===== config.mk =====
export PLATFORM = sky130hd
export DESIGN_NAME = stc_timer
export DESIGN_NICKNAME = d
export VERILOG_FILES = /design/src/shared/stc_pkg.sv /design/src/shared/stc_tick_if.sv /design/src/hdl/stc_prescaler.sv /design/src/hdl/stc_timer.sv
export SDC_FILE = /design/constraint.sdc
export NUM_CORES = 1
export LEC_CHECK = 0
export ABC_CLOCK_PERIOD_IN_PS = 1700
export BUFFER_PORTS_ARGS = -buffer_cell sky130_fd_sc_hd__buf_2
export CAP_MARGIN = 5
export CORE_ASPECT_RATIO = 1.4
export CORE_MARGIN = 8
export CORE_UTILIZATION = 39
export CTS_CLUSTER_SIZE = 20
export DETAILED_ROUTE_END_ITERATION = 10
export PLACE_DENSITY_LB_ADDON = 0.25
export SYNTH_ARGS = -nofsm -noshare
export SYNTH_HDL_FRONTEND = slang
export SYNTH_SLANG_ARGS = --single-unit

===== constraint.sdc =====
create_clock -name aclk -period 1.7 [get_ports aclk]
set_input_delay 0.34 -clock aclk [delete_from_list [all_inputs] [get_ports aclk]]
set_output_delay 0.34 -clock aclk [all_outputs]
set_load 0.005 [all_outputs]

===== src/shared/stc_pkg.sv =====
// How it works
// - count is 16 bits, readable and writable as high and low bytes.
// - count climbs from 0000 to FFFF and wraps to zero.
// - wrap from all-ones sets a sticky overflow flag, status bit 0.
// - interrupt only raised while overflow enable, mask bit 0, is set.
// - control bit 1 picks external pin (one) or internal clock (zero).
// - timer mode counts once per instruction cycle, system clock over four.
// - counter mode counts rising edges of the external input.
// - counting only while run enable, control bit 0, is one.
// - reset input from either capture/compare unit clears the count.
// - oscillator enabled forces both pins to inputs, reads them as zero.
// - timer mode ignores the synchronisation bit.
// - after enable in counter mode, a falling edge must precede counting.
// - synchronised counter mode prescales first, then synchronises.
// - capture/compare trigger clears count without setting overflow flag.
package stc_pkg;
  // ==========================================================
  // register byte addresses
  localparam logic [7:0] STC_ADDR_CONTROL = 8'h10;
  localparam logic [7:0] STC_ADDR_COUNT_LO = 8'h14;
  localparam logic [7:0] STC_ADDR_COUNT_HI = 8'h18;
  localparam logic [7:0] STC_ADDR_STATUS = 8'h1C;
  localparam logic [7:0] STC_ADDR_MASK = 8'h20;
  localparam logic [7:0] STC_ADDR_DIR = 8'h24;
  localparam logic [7:0] STC_ADDR_PINS = 8'h28;
  // ==========================================================
  // control field positions
  localparam int STC_CTL_RUN = 0;
  localparam int STC_CTL_CLKSEL = 1;
  localparam int STC_CTL_NOSYNC = 2;
  localparam int STC_CTL_OSCEN = 3;
  localparam int STC_CTL_PS_LO = 4;
  localparam logic [7:0] STC_CTL_WMASK = 8'h3F;
  localparam logic [7:0] STC_CTL_RESET = 8'h00;
  localparam logic [1:0] STC_DIR_RESET = 2'h3;
  // ==========================================================
  // timing: instruction cycle is four system clocks
  localparam int STC_INSTR_DIV = 4;
  localparam logic [1:0] STC_INSTR_LAST = 2'(STC_INSTR_DIV - 1);
  // AXI response codes
  localparam logic [1:0] STC_RESP_OKAY = 2'h0;
  localparam logic [1:0] STC_RESP_SLVERR = 2'h2;
endpackage : stc_pkg


===== src/shared/stc_tick_if.sv =====
`timescale 1ns/1ps
`default_nettype none
// prescaler connection: raw count pulses in, prescaled pulses out
interface stc_tick_if;
  logic raw_tick;
  logic clr;
  logic [1:0] ratio;
  logic out_tick;
  modport core (output raw_tick, output clr, output ratio, input out_tick);
  modport presc (input raw_tick, input clr, input ratio, output out_tick);
endinterface : stc_tick_if
`default_nettype wire


===== src/hdl/stc_prescaler.sv =====
`timescale 1ns/1ps
`default_nettype none
module stc_prescaler
(
  input wire logic aclk,
  input wire logic aresetn,
  stc_tick_if.presc tk
);
  logic [2:0] cnt_q;
  logic [2:0] top;
  logic [2:0] cnt_d;
  logic out_q;
  // ==========================================================
  // ratio decode: code n divides by two to the n
  assign top = (3'h1 << tk.ratio) - 3'h1;
  assign cnt_d = (cnt_q >= top) ? 3'h0 : cnt_q + 3'h1;
  // divider; cleared with the count so a trigger restarts the phase
  always_ff @(posedge aclk)
  begin
    if (!aresetn || tk.clr)
    begin
      cnt_q <= 3'h0;
      out_q <= 1'b0;
    end
    else
    begin
      out_q <= tk.raw_tick && (cnt_q >= top);
      if (tk.raw_tick)
        cnt_q <= cnt_d;
    end
  end
  assign tk.out_tick = out_q;
endmodule : stc_prescaler
`default_nettype wire


===== src/hdl/stc_timer.sv =====
`timescale 1ns/1ps
`default_nettype none
module stc_timer
(
  input wire logic aclk,
  input wire logic aresetn,
  input wire logic [7:0] s_axi_awaddr,
  input wire logic s_axi_awvalid,
  output logic s_axi_awready,
  input wire logic [31:0] s_axi_wdata,
  input wire logic [3:0] s_axi_wstrb,
  input wire logic s_axi_wvalid,
  output logic s_axi_wready,
  output logic [1:0] s_axi_bresp,
  output logic s_axi_bvalid,
  input wire logic s_axi_bready,
  input wire logic [7:0] s_axi_araddr,
  input wire logic s_axi_arvalid,
  output logic s_axi_arready,
  output logic [31:0] s_axi_rdata,
  output logic [1:0] s_axi_rresp,
  output logic s_axi_rvalid,
  input wire logic s_axi_rready,
  input wire logic ccp_one_trigger,
  input wire logic ccp_two_trigger,
  input wire logic external_clock_pin_i,
  input wire logic oscillator_input_pin_i,
  input wire logic [1:0] port_c_pin_out,
  output logic [1:0] port_c_pin_oe,
  output logic osc_inverter_en,
  output logic irq
);
  // ==========================================================
  // state
  logic [7:0] ctl_q;
  logic [15:0] count_q;
  logic [15:0] count_d;
  logic ovf_q;
  logic mask_q;
  logic [1:0] dir_q;
  logic [1:0] pin_s1_q;
  logic [1:0] pin_s2_q;
  logic [1:0] pin_s3_q;
  logic [1:0] pc_s1_q;
  logic [1:0] pc_s2_q;
  logic [1:0] div_q;
  logic armed_q;
  logic run_q;
  logic sync_tick_q;
  logic [1:0] pc_oe_q;
  logic osc_q;
  logic irq_q;
  // bus channel state
  logic aw_q;
  logic w_q;
  logic [7:0] awaddr_q;
  logic [31:0] wdata_q;
  logic [3:0] wstrb_q;
  logic bvalid_q;
  logic [1:0] bresp_q;
  logic rvalid_q;
  logic [31:0] rdata_q;
  logic [1:0] rresp_q;
  stc_tick_if tk ();
  // ==========================================================
  // control field decode
  wire run_en = ctl_q[stc_pkg::STC_CTL_RUN];
  wire ext_sel = ctl_q[stc_pkg::STC_CTL_CLKSEL];
  wire no_sync = ctl_q[stc_pkg::STC_CTL_NOSYNC];
  wire osc_en = ctl_q[stc_pkg::STC_CTL_OSCEN];
  wire [1:0] ps_sel = ctl_q[stc_pkg::STC_CTL_PS_LO +: 2];
  // ==========================================================
  // pin synchronisers: clock pins and port pins pass two flops before any logic
  always_ff @(posedge aclk)
  begin
    if (!aresetn)
    begin
      pin_s1_q <= 2'h0;
      pin_s2_q <= 2'h0;
      pin_s3_q <= 2'h0;
      pc_s1_q <= 2'h0;
      pc_s2_q <= 2'h0;
    end
    else
    begin
      pin_s1_q <= {oscillator_input_pin_i, external_clock_pin_i};
      pin_s2_q <= pin_s1_q;
      pin_s3_q <= pin_s2_q;
      pc_s1_q <= port_c_pin_out;
      pc_s2_q <= pc_s1_q;
    end
  end
  // source picked after the synchroniser, so no async mux feeds a flop
  wire ext_now = osc_en ? pin_s2_q[1] : pin_s2_q[0];
  wire ext_prev = osc_en ? pin_s3_q[1] : pin_s3_q[0];
  wire ext_rise = ext_now && !ext_prev;
  wire ext_fall = !ext_now && ext_prev;
  // ==========================================================
  // instruction-cycle divider, one pulse every four clocks
  always_ff @(posedge aclk)
  begin
    if (!aresetn)
      div_q <= 2'h0;
    else
      div_q <= (div_q == stc_pkg::STC_INSTR_LAST) ? 2'h0 : div_q + 2'h1;
  end
  wire instr_tick = (div_q == stc_pkg::STC_INSTR_LAST);
  // ==========================================================
  // falling-edge arming after enable in counter mode
  always_ff @(posedge aclk)
  begin
    if (!aresetn)
    begin
      run_q <= 1'b0;
      armed_q <= 1'b0;
    end
    else
    begin
      run_q <= run_en && ext_sel;
      if (!(run_en && ext_sel) || !run_q)
        armed_q <= 1'b0;
      else if (ext_fall)
        armed_q <= 1'b1;
    end
  end
  // ==========================================================
  // raw ticks into the prescaler; an all-digital design cannot run truly
  // unsynchronised, so async mode counts the pin edge with no extra stage
  wire trig = ccp_one_trigger || ccp_two_trigger;
  assign tk.raw_tick = run_en && (ext_sel ? (armed_q && ext_rise) : instr_tick);
  assign tk.clr = trig;
  assign tk.ratio = ps_sel;
  stc_prescaler u_presc
  (
    .aclk(aclk),
    .aresetn(aresetn),
    .tk(tk)
  );
  // synchronised mode resamples after the prescaler; timer mode skips it
  always_ff @(posedge aclk)
  begin
    if (!aresetn)
      sync_tick_q <= 1'b0;
    else
      sync_tick_q <= tk.out_tick && ext_sel && !no_sync;
  end
  wire direct_tick = tk.out_tick && (!ext_sel || no_sync);
  wire inc = (direct_tick || sync_tick_q) && run_en;
  wire wrap = inc && (count_q == 16'hFFFF);
  // ==========================================================
  // bus write decode
  wire wr_go = aw_q && w_q && !bvalid_q;
  wire wr_ctl = wr_go && awaddr_q == stc_pkg::STC_ADDR_CONTROL && wstrb_q[0];
  wire wr_lo = wr_go && awaddr_q == stc_pkg::STC_ADDR_COUNT_LO && wstrb_q[0];
  wire wr_hi = wr_go && awaddr_q == stc_pkg::STC_ADDR_COUNT_HI && wstrb_q[0];
  wire wr_st = wr_go && awaddr_q == stc_pkg::STC_ADDR_STATUS && wstrb_q[0];
  wire wr_mk = wr_go && awaddr_q == stc_pkg::STC_ADDR_MASK && wstrb_q[0];
  wire wr_dir = wr_go && awaddr_q == stc_pkg::STC_ADDR_DIR && wstrb_q[0];
  wire wr_hit = awaddr_q == stc_pkg::STC_ADDR_CONTROL || awaddr_q == stc_pkg::STC_ADDR_COUNT_LO
    || awaddr_q == stc_pkg::STC_ADDR_COUNT_HI || awaddr_q == stc_pkg::STC_ADDR_STATUS
    || awaddr_q == stc_pkg::STC_ADDR_MASK || awaddr_q == stc_pkg::STC_ADDR_DIR;
  // ==========================================================
  // counter: trigger clears, byte writes load, otherwise increment
  always_comb
  begin
    count_d = count_q;
    if (inc)
      count_d = count_q + 16'h0001;
    if (wr_lo)
      count_d[7:0] = wdata_q[7:0];
    if (wr_hi)
      count_d[15:8] = wdata_q[7:0];
    if (trig)
      count_d = 16'h0000;
  end
  always_ff @(posedge aclk)
  begin
    if (!aresetn)
      count_q <= 16'h0000;
    else
      count_q <= count_d;
  end
  // ==========================================================
  // registers, overflow flag with set over clear
  always_ff @(posedge aclk)
  begin
    if (!aresetn)
    begin
      ctl_q <= stc_pkg::STC_CTL_RESET;
      ovf_q <= 1'b0;
      mask_q <= 1'b0;
      dir_q <= stc_pkg::STC_DIR_RESET;
    end
    else
    begin
      if (wr_ctl)
        ctl_q <= wdata_q[7:0] & stc_pkg::STC_CTL_WMASK;
      if (wrap && !trig)
        ovf_q <= 1'b1;
      else if (wr_st && wdata_q[0])
        ovf_q <= 1'b0;
      if (wr_mk)
        mask_q <= wdata_q[0];
      if (wr_dir)
        dir_q <= wdata_q[1:0];
    end
  end
  // ==========================================================
  // pin drive, oscillator, interrupt outputs
  always_ff @(posedge aclk)
  begin
    if (!aresetn)
    begin
      pc_oe_q <= 2'h0;
      osc_q <= 1'b0;
      irq_q <= 1'b0;
    end
    else
    begin
      pc_oe_q <= osc_en ? 2'h0 : ~dir_q;
      osc_q <= osc_en;
      irq_q <= ovf_q && mask_q;
    end
  end
  // pins read zero under the oscillator; direction one means input
  wire [1:0] pin_read = osc_en ? 2'h0 : pc_s2_q;
  // ==========================================================
  // axi write channels: address and data taken in either order
  always_ff @(posedge aclk)
  begin
    if (!aresetn)
    begin
      aw_q <= 1'b0;
      w_q <= 1'b0;
      awaddr_q <= 8'h00;
      wdata_q <= 32'h0000_0000;
      wstrb_q <= 4'h0;
      bvalid_q <= 1'b0;
      bresp_q <= stc_pkg::STC_RESP_OKAY;
    end
    else
    begin
      if (s_axi_awvalid && !aw_q)
      begin
        aw_q <= 1'b1;
        awaddr_q <= s_axi_awaddr;
      end
      if (s_axi_wvalid && !w_q)
      begin
        w_q <= 1'b1;
        wdata_q <= s_axi_wdata;
        wstrb_q <= s_axi_wstrb;
      end
      if (wr_go)
      begin
        bvalid_q <= 1'b1;
        bresp_q <= wr_hit ? stc_pkg::STC_RESP_OKAY : stc_pkg::STC_RESP_SLVERR;
      end
      if (bvalid_q && s_axi_bready)
      begin
        bvalid_q <= 1'b0;
        aw_q <= 1'b0;
        w_q <= 1'b0;
      end
    end
  end
  // ==========================================================
  // axi read: one cycle to data
  logic [31:0] rd_mux;
  logic rd_hit;
  always_comb
  begin
    rd_hit = 1'b1;
    case (s_axi_araddr)
      stc_pkg::STC_ADDR_CONTROL: rd_mux = {24'h0, ctl_q};
      stc_pkg::STC_ADDR_COUNT_LO: rd_mux = {24'h0, count_q[7:0]};
      stc_pkg::STC_ADDR_COUNT_HI: rd_mux = {24'h0, count_q[15:8]};
      stc_pkg::STC_ADDR_STATUS: rd_mux = {31'h0, ovf_q};
      stc_pkg::STC_ADDR_MASK: rd_mux = {31'h0, mask_q};
      stc_pkg::STC_ADDR_DIR: rd_mux = {30'h0, dir_q};
      stc_pkg::STC_ADDR_PINS: rd_mux = {30'h0, pin_read};
      default:
      begin
        rd_mux = 32'h0000_0000;
        rd_hit = 1'b0;
      end
    endcase
  end
  wire rd_take = s_axi_arvalid && !rvalid_q;
  always_ff @(posedge aclk)
  begin
    if (!aresetn)
    begin
      rvalid_q <= 1'b0;
      rdata_q <= 32'h0000_0000;
      rresp_q <= stc_pkg::STC_RESP_OKAY;
    end
    else if (rd_take)
    begin
      rvalid_q <= 1'b1;
      rdata_q <= rd_mux;
      rresp_q <= rd_hit ? stc_pkg::STC_RESP_OKAY : stc_pkg::STC_RESP_SLVERR;
    end
    else if (s_axi_rready)
      rvalid_q <= 1'b0;
  end
  // ready strobes are registered-state functions, so outputs follow flops
  assign s_axi_awready = !aw_q;
  assign s_axi_wready = !w_q;
  assign s_axi_bvalid = bvalid_q;
  assign s_axi_bresp = bresp_q;
  assign s_axi_arready = !rvalid_q;
  assign s_axi_rvalid = rvalid_q;
  assign s_axi_rdata = rdata_q;
  assign s_axi_rresp = rresp_q;
  assign port_c_pin_oe = pc_oe_q;
  assign osc_inverter_en = osc_q;
  assign irq = irq_q;
endmodule : stc_timer
`default_nettype wire


# Yosys cells after proc, flatten, opt, wreduce, memory -nomap -nowiden
# Cells that the tools add are included.
# Widths: inputs -> output; s select.
# op_classes
bitwise_logic	2
eq_ne	15
order_cmp	1
n_shift	1
addsub	4
mux	16
reduce_logical	64
# ops
op	n
$eq 8x5->1 const B	8
$pmux 8 s7	1
$eq 8x6->1 const B	5
$logic_and 1x1->1	32
$add 16x1->16 const B	1
$eq 16x16->1 const B	1
$mux 16	1
$mux 8	2
$logic_not 1->1	12
$logic_or 1x1->1	10
$reduce_or 2->1	5
$mux 1	8
$reduce_bool 2->1	4
$reduce_or 7->1	1
$mux 2	3
$add 3x1->3 const B	1
$ge 3x3->1	1
$mux 3	1
$shl 1x2->3 const A	1
$sub 3x1->3 const B	1
$add 2x1->2 const B	1
$eq 2x2->1 const B	1
$not 2->2	1
$not 1->1	1
# word_totals
word_cells	133
register_bits	106
output_inout_bits	45

# Logic depth before layout (Yosys ltp)
# Gate-level depths: netlist of the first run.
# depth
ltp_word	8
depth_mapped	7
depth_no_buf	7

# By module
# A second synthesis of the first run with hierarchy kept.
# hier_totals
cells_unflattened	423
hier_area_um2	3948.8
# by_module_without_submodules
module	n_inst	area_per_inst_um2	cells_per_inst
stc_timer	1	3659.8	392
stc_prescaler	1	289.0	31

# Worst setup path before layout of the first run
# Ideal clock, no wire load.
# synth_timing
kind	flip-flop to flip-flop
startpoint	register ctl_q[5]
endpoint	register u_presc.cnt_q[1]
path_slack_ps	-45
path_stages_with_launch	8
required_time_ps	1635
n_path_buf	0
arrival_ps	1679
setup_ps	65
path_cell_list	dfxtp_1 or2_2 ha_1 nand2b_1 a21o_1 a2111oi_1 a21oi_1 nor2_1
# synth_between
elab_chain_len	4
# synth_rtl
element	line_no	text
from (decl)	stc_timer.sv:35	logic [7:0] ctl_q;
from (signal assigned)	stc_timer.sv:189	ctl_q <= stc_pkg::STC_CTL_RESET;
from (signal assigned)	stc_timer.sv:197	ctl_q <= wdata_q[7:0] & stc_pkg::STC_CTL_WMASK;
$shl 1x2->3	stc_prescaler.sv:15	assign top = (3'h1 << tk.ratio) - 3'h1;
$sub 3x1->3	stc_prescaler.sv:15	
$ge 3x3->1	stc_prescaler.sv:16	assign cnt_d = (cnt_q >= top) ? 3'h0 : cnt_q + 3'h1;
$mux 3	stc_prescaler.sv:16	
to (signal assigned)	stc_prescaler.sv:29	cnt_q <= cnt_d;
to (decl)	stc_prescaler.sv:9	logic [2:0] cnt_q;
# No other way between the ends.
# A chain may end at the register's enable or synchronous reset.

# Final worst setup path of the first run
# layout_timing
startpoint	register awaddr_q[6]
endpoint	register count_q[12]
# layout_between
elab_chain_len	4
elab_cells_between_ends	5
# layout_rtl
element	line_no	text
from (decl)	stc_timer.sv:56	logic [7:0] awaddr_q;
from (signal assigned)	stc_timer.sv:246	awaddr_q <= s_axi_awaddr;
$eq 8x5->1 (*)	stc_timer.sv:155	wire wr_hi = wr_go && awaddr_q == stc_pkg::STC_ADDR_COUNT_HI && wstrb_q[0];
$logic_and 1x1->1 (*) (2 in series)	stc_timer.sv:155	
$mux 8 or $reduce_bool 2->1 (tied branches)	--	
to (signal assigned)	stc_timer.sv:181	count_q <= count_d;
to (decl)	stc_timer.sv:36	logic [15:0] count_q;
# Every way passes the cells marked *; elsewhere a longest branch is shown, timed or not.

==> results.py, run 1 <==
metrics = {
    "outcome": {
        "status": "finished, final reports clean",
    },
    "clock_tree": {
        "cts_made_buffers": 9,
        "cts_tree": "done",
        "clk_pin_slew_ns": 0.06,
        "clock-sinks": 80,
        "cts-root-buf": "clkbuf_16",
        "clk_latency_ns": 0.34,
        "cts_max_level": 3,
        "clock_path_buffers": 2,
    },
    "power": {
        "ir_drop_uv": 551,
        "fin_total_pwr_mw": 4.27,
        "power.density_nw_per_um2": 911,
        "leakage_nw": 1.88,
    },
    "global_route": {
        "grt_pass1_vias": 3206,
        "grt_max_degree": 24,
        "overflow": 0,
        "grt_util_all_layers_pct": 14.4,
        "antenna_found_initial": 0,
        "grt_pass1_wl_um": 15200,
    },
    "yosys": {
        "synthCells": 427,
        "synth_top_cell_area_share_pct": 41.9,
        "ys_seq_elements": 80,
        "ys.flop_type": "dfxtp_1",
        "yosysSeqAreaShare_pct": 41.9,
        "ys_top_cells_by_count": "dfxtp_1 (80), nand2_1 (48), buf_4 (26), a21oi_1 (24), nor2b_1 (22)",
        "yosysWarnings": 0,
        "ys_types": 57,
        "synth.largest_area_cell": "dfxtp_1",
        "synth.most_common_cell": "dfxtp_1",
        "avgSynthCellArea_um2": 8.96,
        "synthArstFlopShare_pct": 0,
        "synthTopCellsByArea": "dfxtp_1 (42%), buf_4 (5.1%), nand2_1 (4.7%), mux2i_1 (4.2%), a21boi_0 (3.7%)",
        "syn_area_um2": 3820,
        "synth_edf_count": 0,
    },
    "floorplanning": {
        "die_area_um2": 13300,
        "io_pins": 110,
        "die_x_um": 99.7,
        "rows": 43,
        "die_h_um": 133,
        "core-area_um2": 9740,
        "initial_core_util_pct": 39.3,
    },
    "critical_path": {
        "crit_required_ns": 1.93,
        "r2r_slack_ns": 0.06,
        "cp_cell_sequence": "or3b_4 -> nor3_4 -> nand4b_4 -> o21ai_0 -> a21oi_1",
        "reg2reg_to": "count_q[12]",
        "path_class": "flop to flop",
        "r2r_cells": 5,
        "reg2reg_from": "awaddr_q[6]",
        "crit_path_max_incr_delay_ns": 0.42,
        "worst-path-buf-inv": 0,
        "critPathTopFamily": "simple AND/OR/NAND/NOR gates",
        "path_max_fanout": 12,
        "cp-end-kind": "flop",
        "slowest_stage": "or3b_4",
        "crit_cells": 5,
        "cp.arrival_ns": 1.87,
        "critPathLaunchType": "flop",
    },
    "finish": {
        "syn_to_final_growth_pct": 22.4,
        "nets": 574,
        "fin_cells": 643,
        "n_antenna_cell": 0,
        "finalInstanceArea_um2": 4680,
        "final_util_pct": 48.1,
        "final_layout_size_suffix_gt1_share_pct": 25.0,
    },
    "job": {
        "max_cap_violations": 0,
    },
    "sta": {
        "rsz0062_at_grt": "yes",
        "finalHoldViolCount": 0,
        "finalHoldWorstSlack_ns": 0.201,
        "fin_ws_ns": 0.0552,
        "min_period_ns": 1.64,
        "fin_setup_tns_ns": 0,
        "fmax_mhz": 608,
        "relSlewSlack_pct": 64.8,
        "setup_viol": 0,
        "skew_ns": 0.00492,
        "worst_pin_slew_ns": 0.527,
        "drv_slew": 0,
        "fin_crit_sh_pct": 96.8,
    },
    "routing": {
        "drcViolationCount": 0,
        "drtIter0Drc": 105,
        "wl_um": 9290,
        "dr.pass1.iters": 6,
        "final_antenna_net_count": 0,
        "vias": 3142,
        "via_per_inst": 4.89,
        "wire_per_inst_um": 14.4,
    },
    "place": {
        "pre_cts_slack_ns": -0.0646,
        "dp_hpwl_um": 6930,
        "dp_cells": 624,
        "gp_congestion": 0.806,
        "portBuffers": 56,
        "place_area_um2": 4270,
    },
    "min_path": {
        "hold_path.class": "primary input to flop",
        "hold_depth": 2,
        "holdCritStartpoint": "port_c_pin_out[1]",
        "whs_endpoint": "pc_s1_q[1]",
    },
}
-- worst register-to-register path: cells and delay by family, from the launching register on --
| family | cells | cell delay [ns] |
|---|---|---|
| compound gates | 2 | 0.30 |
| flops | 1 | 0.33 |
| simple gates | 3 | 0.92 |
-- kinds of logic after synthesis --
family                     synth area share (%)
AOI/OAI and AO/OA                          15.1
xor gates and xnor gates                   3.43
adders and majority gates                  1.96
buffers and inverters                      8.41
DFF                                        41.9
muxes                                      5.46
other                                    0.0980
and+or+nand+nor                            23.6
-- worst max-delay path by stage --
stage	startpoint	slack, ns	to
final	awaddr_q[6]	0.06	count_q[12]
after global placement	ctl_q[5]	-0.04	u_presc.cnt_q[0]
after detailed placement	ctl_q[5]	-0.06	u_presc.cnt_q[2]
after floorplan	ctl_q[5]	0.01	u_presc.cnt_q[2]
after CTS	ctl_q[4]	-0.01	u_presc.cnt_q[1]
after global routing	awaddr_q[6]	-0.04	count_q[1]
-- layer usage --
metal  wire length [um]  global-route usage, %  vias to the layer above  part of all wire [%]
met5                  0                      0                        -                     0
met2               4670                   24.7                       99                    50
li1                   -                      -                     1581                     -
met3                592                   4.80                       19                   6.4
met4                263                   8.36                        0                   2.8
met1               3760                   14.9                     1443                    41
-- registers in the layout, indices dropped and copies added, names as in the netlist, 2 cells and up --
signal         flops
awaddr_q           8
count_q           16
ctl_q              6
dir_q              2
div_q              2
pc_s1_q            2
pc_s2_q            2
pin_s1_q           2
pin_s2_q           2
pin_s3_q           2
port_c_pin_oe      2
s_axi_rdata        8
u_presc.cnt_q      3
wdata_q            8
-- area by class of cell --
cell class | count | area, um^2
Timing Repair Buffer | 83 | 503
Inverter | 9 | 33.8
Tap cell | 135 | 169
Clock buffer | 11 | 253
Fill cell | 958 | 5050
Sequential cell | 80 | 1610
Clock inverter | 5 | 53.8
Multi-Input combinational cell | 320 | 2070
-- power by group --
group	leakage, nW	internal [mW]	switching, mW
sequential	0.652	1.93	0.0449
clock	0.156	1.22	0.787
combinational	1.07	0.136	0.157
total	1.88	3.28	0.989
-- layout by cell type (no fill, tap or decap), drive strengths merged, types with 5 or more instances in the layout --
master	count
nor2b	22
and2	14
inv	10
xnor2	12
conb	26
a21oi	24
nand3	10
nand4	6
nand2b	5
a22oi	7
buf	83
nand2	49
and3	5
nor3	15
clkbuf	11
a21boi	20
o21ai	23
mux2i	16
dfxtp	80
nor2	17
ha	6
-- timing repair --
| action | 4_1_cts | 5_1_grt |
|---|---|---|
| setup buffers | 1 | 1 |
| gates resized for setup | 7 | 15 |
| hold buffers | 0 | 0 |
| setup endpoints to repair | 4 | 20 |
| pin swaps | 5 | 6 |
| gates cloned | 0 | 1 |
Power figures use the tool's default switching activity.
==> inputs of run 2 (changes only) <==
- CORE_MARGIN: 8 -> 2
- CORE_UTILIZATION: 39 -> 47
==> results.py, run 2 (synthesis gave the netlist of run 1 again) <==
metrics = {
    "sta": {
        "rsz0062_at_grt": "yes",
        "relSlewSlack_pct": 64.0,
        "fin_crit_sh_pct": 96.7,
        "finalHoldViolCount": 0,
        "min_period_ns": 1.64,
        "fin_ws_ns": 0.0565,
        "drv_slew": 0,
        "skew_ns": 0.00963,
        "fmax_mhz": 608,
        "worst_pin_slew_ns": 0.539,
        "setup_viol": 0,
    },
    "clock_tree": {
        "clk_pin_slew_ns": 0.08,
        "cts_max_level": 3,
        "cts_hold_buf": 0,
        "clock-sinks": 80,
        "clock_path_buffers": 2,
        "cts-root-buf": "clkbuf_8",
        "cts_made_buffers": 9,
        "cts_tree": "done",
        "clk_latency_ns": 0.36,
    },
    "power": {
        "power.density_nw_per_um2": 793,
        "ir_drop_uv": 458,
        "fin_total_pwr_mw": 3.53,
        "leakage_nw": 1.80,
    },
    "critical_path": {
        "critPathLaunchType": "flop",
        "r2r_slack_ns": 0.06,
        "cp.arrival_ns": 1.93,
        "reg2reg_to": "count_q[12]",
        "path_class": "flop to flop",
        "path_max_fanout": 14,
        "r2r_cells": 5,
        "crit_required_ns": 1.99,
        "cp-end-kind": "flop",
        "reg2reg_from": "awaddr_q[6]",
    },
    "global_route": {
        "grt_max_degree": 24,
        "grt_pass1_wl_um": 13900,
        "overflow": 0,
        "antenna_found_initial": 0,
        "grt_pass1_vias": 2983,
        "grt_util_all_layers_pct": 19.9,
    },
    "finish": {
        "largest_reg_flops": 16,
        "layout_common_cells": "dfxtp_1 (76), buf_2 (56), nand2_1 (47)",
        "regArea_um2": 1610,
        "n_antenna_cell": 0,
        "top_register": "count_q",
        "nets": 571,
        "n_fill_cell": 767,
        "multi_input_area_um2": 2040,
        "fin_cells": 605,
        "syn_to_final_growth_pct": 16.5,
        "final_layout_size_suffix_gt1_share_pct": 23.4,
        "finalInstanceArea_um2": 4450,
        "final_common_cell": "dfxtp_1",
    },
    "floorplanning": {
        "die_area_um2": 8890,
        "initial_core_util_pct": 48.8,
        "die_x_um": 80.2,
        "io_pins": 110,
        "core-area_um2": 7850,
        "die_h_um": 111,
        "rows": 38,
    },
    "routing": {
        "wire_per_inst_um": 13.5,
        "drtIter0Drc": 172,
        "wl_um": 8160,
        "via_per_inst": 5.14,
        "dr.pass1.iters": 4,
        "drcViolationCount": 0,
        "vias": 3109,
        "final_antenna_net_count": 0,
    },
    "job": {
        "max_cap_violations": 0,
    },
    "place": {
        "pre_cts_slack_ns": -0.0727,
        "portBuffers": 56,
        "place_area_um2": 4220,
        "gp_congestion": 0.861,
        "dp_cells": 588,
        "dp_hpwl_um": 6230,
    },
    "outcome": {
        "status": "finished, final reports clean",
    },
    "min_path": {
        "holdCritStartpoint": "external_clock_pin_i",
        "hold_path.class": "primary input to flop",
        "hold_depth": 2,
        "whs_endpoint": "pin_s1_q[0]",
    },
}
-- run 2: changes by cell type in the layout (fill, tap and decap cells not counted), moves of 2 or more --
| cell | before | now |
|---|---|---|
| clkbuf_1 | 0 | 3 |
| o21ai_0 | 12 | 14 |
| clkbuf_8 | 2 | 11 |
| a21oi_1 | 22 | 24 |
| o21ai_1 | 11 | 9 |
| clkinv_2 | 3 | 1 |
| a21oi_2 | 2 | 0 |
| clkbuf_16 | 9 | 0 |
-- run 2: area by class of cell --
cell class                 count  area share [%]
clock buffer                  14            3.65
clock inverter                 2           0.309
inverter                       9           0.758
tap                          100            2.81
multi-input combinational    319            45.7
sequential                    80            36.1
timing repair buffer          81            10.7
-- run 2: worst max-delay path by stage --
stage / startpoint / end / slack, ns
6_report: awaddr_q[6] / count_q[12] / 0.06
5_1_grt: ctl_q[4] / u_presc.cnt_q[2] / -0.05
4_1_cts: ctl_q[4] / u_presc.cnt_q[1] / -0.004
3_5_place_dp: ctl_q[5] / u_presc.cnt_q[0] / -0.07
3_3_place_gp: ctl_q[5] / u_presc.cnt_q[0] / -0.02
2_1_floorplan: ctl_q[5] / u_presc.cnt_q[2] / 0.01
-- run 2: report_power, final --
part	internal, mW	switching [mW]	total, mW
Sequential	1.92	0.0440	1.97
Combinational	0.136	0.153	0.289
Clock	0.613	0.662	1.27
Total	2.67	0.858	3.53
-- run 2: metrics by stage --
step	TNS [ns]	hold slack [ns]	util [%]
2_1_floorplan	0	0.405	-
3_3_place_gp	-0.0240	0.413	53.8
3_5_place_dp	-0.140	0.421	53.8
4_1_cts	-0.00364	0.169	56.4
5_1_grt	-0.138	0.176	56.8
6_report	0	0.188	56.8
-- run 2: timing repair --
item / CTS / global route
resized for setup: 5 / 12
setup endpoints to repair: 3 / 19
pin swaps: 6 / 2
setup buffers: 0 / 1
-- run 2: worst max-delay path, cell delays in order, from the launching register on --
cell and delay, ns:
dfxtp_2 0.33, or3b_4 0.41, nor3_4 0.23, nand4b_4 0.26, buf_6 0.21, a21oi_1 0.13
-- run 2: routing by layer --
| layer | GRT usage (%) | up-vias | wire length, um | part of all wire [%] |
|---|---|---|---|---|
| met5 | 0 | - | 0 | 0 |
| met4 | 9.60 | 0 | 211 | 2.6 |
| met3 | 4.40 | 15 | 392 | 4.8 |
| met2 | 33.9 | 94 | 4190 | 51 |
| met1 | 23.2 | 1423 | 3370 | 41 |
| li1 | - | 1577 | - | - |
==> inputs of run 3 (changes only) <==
- ABC_AREA: unset -> 1
- CORE_UTILIZATION: 47 -> 48
==> results.py, run 3 <==
metrics = {
    "clock_tree": {
        "cts_max_level": 3,
        "cts_hold_buf": 0,
        "clk_pin_slew_ns": 0.06,
        "cts-root-buf": "clkbuf_16",
        "clk_latency_ns": 0.34,
        "cts_made_buffers": 9,
        "clock_path_buffers": 2,
        "cts_tree": "done",
        "clock-sinks": 80,
    },
    "global_route": {
        "grt_pass1_vias": 3354,
        "overflow": 0,
        "grt_pass1_wl_um": 15200,
        "grt_util_all_layers_pct": 21.6,
        "antenna_found_initial": 0,
        "grt_max_degree": 20,
    },
    "yosys": {
        "synth.largest_area_cell": "dfxtp_1",
        "ys_types": 42,
        "synthTopCellsByArea": "dfxtp_1 (40%), nand2_1 (9.3%), inv_1 (6.5%), nor2_1 (5.1%), a21oi_1 (5.1%)",
        "synth_top_cell_area_share_pct": 39.6,
        "synthCells": 561,
        "synth.most_common_cell": "nand2_1",
        "ys.flop_type": "dfxtp_1",
        "avgSynthCellArea_um2": 7.20,
        "syn_area_um2": 4040,
        "synthArstFlopShare_pct": 0,
        "yosysSeqAreaShare_pct": 39.6,
        "synth_edf_count": 0,
        "ys_seq_elements": 80,
        "yosysWarnings": 0,
        "ys_top_cells_by_count": "nand2_1 (100), dfxtp_1 (80), inv_1 (70), nor2_1 (55), a21oi_1 (41)",
    },
    "critical_path": {
        "r2r_cells": 7,
        "reg2reg_from": "ctl_q[5]",
        "reg2reg_to": "u_presc.cnt_q[1]",
        "path_class": "flop to flop",
        "critPathLaunchType": "flop",
        "cp.arrival_ns": 1.85,
        "path_max_fanout": 5,
        "crit_required_ns": 1.97,
        "cp-end-kind": "flop",
        "r2r_slack_ns": 0.12,
    },
    "floorplanning": {
        "die_x_um": 81.6,
        "die_area_um2": 9180,
        "die_h_um": 113,
        "initial_core_util_pct": 49.6,
        "core-area_um2": 8150,
        "io_pins": 110,
        "rows": 39,
    },
    "job": {
        "max_cap_violations": 0,
    },
    "sta": {
        "drv_slew": 0,
        "setup_viol": 0,
        "min_period_ns": 1.58,
        "fin_crit_sh_pct": 92.9,
        "finalHoldViolCount": 0,
        "fmax_mhz": 633,
        "skew_ns": 0.00681,
        "fin_ws_ns": 0.120,
        "rsz0062_at_grt": "no",
        "fin_setup_tns_ns": 0,
    },
    "place": {
        "place_area_um2": 4320,
        "dp_hpwl_um": 7150,
        "pre_cts_slack_ns": 0.117,
        "portBuffers": 56,
        "gp_congestion": 0.886,
    },
    "power": {
        "p_sw_mw": 0.977,
        "p_clk_share_pct": 43.4,
        "fin_total_pwr_mw": 4.00,
        "p_int_mw": 3.03,
        "comb_power_share_pct": 7.4,
        "power.density_nw_per_um2": 872,
        "ir_drop_uv": 755,
        "leakage_nw": 2.08,
        "switching_share_pct": 24.4,
        "p_seq_share_pct": 49.2,
    },
    "routing": {
        "via_per_inst": 5.16,
        "wl_um": 9430,
        "wire_per_inst_um": 13.0,
        "dr.pass1.iters": 5,
        "vias": 3744,
        "drcViolationCount": 0,
        "final_antenna_net_count": 0,
        "drtIter0Drc": 282,
    },
    "min_path": {
        "hold_path.class": "primary input to flop",
        "hold_depth": 3,
        "holdCritStartpoint": "external_clock_pin_i",
        "whs_endpoint": "pin_s1_q[0]",
    },
    "finish": {
        "regArea_um2": 1600,
        "multi_input_area_um2": 1960,
        "n_fill_cell": 777,
        "nets": 690,
        "n_antenna_cell": 0,
        "layout_common_cells": "nand2_1 (100), dfxtp_1 (80), inv_1 (70)",
        "finalInstanceArea_um2": 4590,
        "syn_to_final_growth_pct": 13.7,
        "final_util_pct": 56.4,
        "top_register": "count_q",
        "final_layout_size_suffix_gt1_share_pct": 18.8,
        "final_common_cell": "nand2_1",
        "largest_reg_flops": 16,
    },
    "outcome": {
        "status": "finished, final reports clean",
    },
}
[run 3: changes by cell type in the layout (fill, tap and decap cells not counted), sizes merged, moves of 17 or more]
cell / previous run / this run
nand3: 10 / 42
nand2: 49 / 108
inv: 9 / 77
buf: 81 / 64
o21ai: 23 / 45
nor2: 17 / 63
a21oi: 24 / 48
nor2b: 22 / 0
a21boi: 20 / 0
[run 3: worst max-delay path by stage]
| stage | to | startpoint | cells past startpoint | slack (ns) |
|---|---|---|---|---|
| after global routing | u_presc.cnt_q[1] | ctl_q[5] | 7 | 0.006 |
| final | u_presc.cnt_q[1] | ctl_q[5] | 7 | 0.12 |
| after global placement | u_presc.cnt_q[2] | ctl_q[5] | 7 | 0.16 |
| after detailed placement | u_presc.cnt_q[2] | ctl_q[5] | 7 | 0.12 |
| after CTS | u_presc.cnt_q[2] | ctl_q[5] | 7 | 0.10 |
| after floorplan | u_presc.cnt_q[2] | ctl_q[5] | 7 | 0.24 |
[run 3: routing by layer]
| metal | wire length [um] | part of all wire (%) | global-route usage, % |
|---|---|---|---|
| met1 | 3680 | 39 | 23.8 |
| met2 | 4970 | 53 | 38.6 |
| met3 | 458 | 4.9 | 3.78 |
| met4 | 320 | 3.4 | 11.0 |
| met5 | 0 | 0 | 0 |
[run 3: cell type report]
cell class                      instances  area share, %
Inverter                               78           6.37
Clock buffer                           11           5.07
Multi-Input combinational cell        386           42.8
Clock inverter                          5          0.735
Timing Repair Buffer                   64           7.41
Sequential cell                        80           34.9
Tap cell                              102           2.78
[run 3: kinds of logic after synthesis]
family	Yosys count	share of synthesized area [%]
AO/OA/AOI/OAI	111	16.1
XOR/XNOR	7	1.52
adder cells (fa/ha/maj)	6	1.86
buffers and inverters	120	14.2
flip-flops	80	39.6
other	1	0.0928
AND/OR/NAND/NOR	236	26.6
[run 3: per-stage QoR]
step / instances / hold slack, ns
CTS: 726 / 0.175
global placement: 710 / 0.392
detailed placement: 710 / 0.401
floorplan: 586 / 0.390
finish: 726 / 0.180
global route: 726 / 0.186
[run 3: power groups by stage]
stage               Sequential (mW)  Combinational [mW]  Clock, mW
floorplan                      2.01               0.230          0
global placement               2.01               0.291          0
detailed placement             2.01               0.298          0
CTS                            1.97               0.299       1.76
global route                   1.98               0.345       1.85
finish                         1.97               0.298       1.74
[run 3: what timing repair did]
item	4_1_cts	5_1_grt
gates resized for setup	0	1
setup endpoints to repair	0	1
buffers inserted	0	0
[run 3: critical path, stage by stage, from the launching register on]
cell	delay, ns
dfxtp_1	0.34
or2_2	0.30
ha_1	0.28
nand3_1	0.07
nand3_1	0.16
nor2_1	0.14
nand3_1	0.09
a21oi_1	0.14
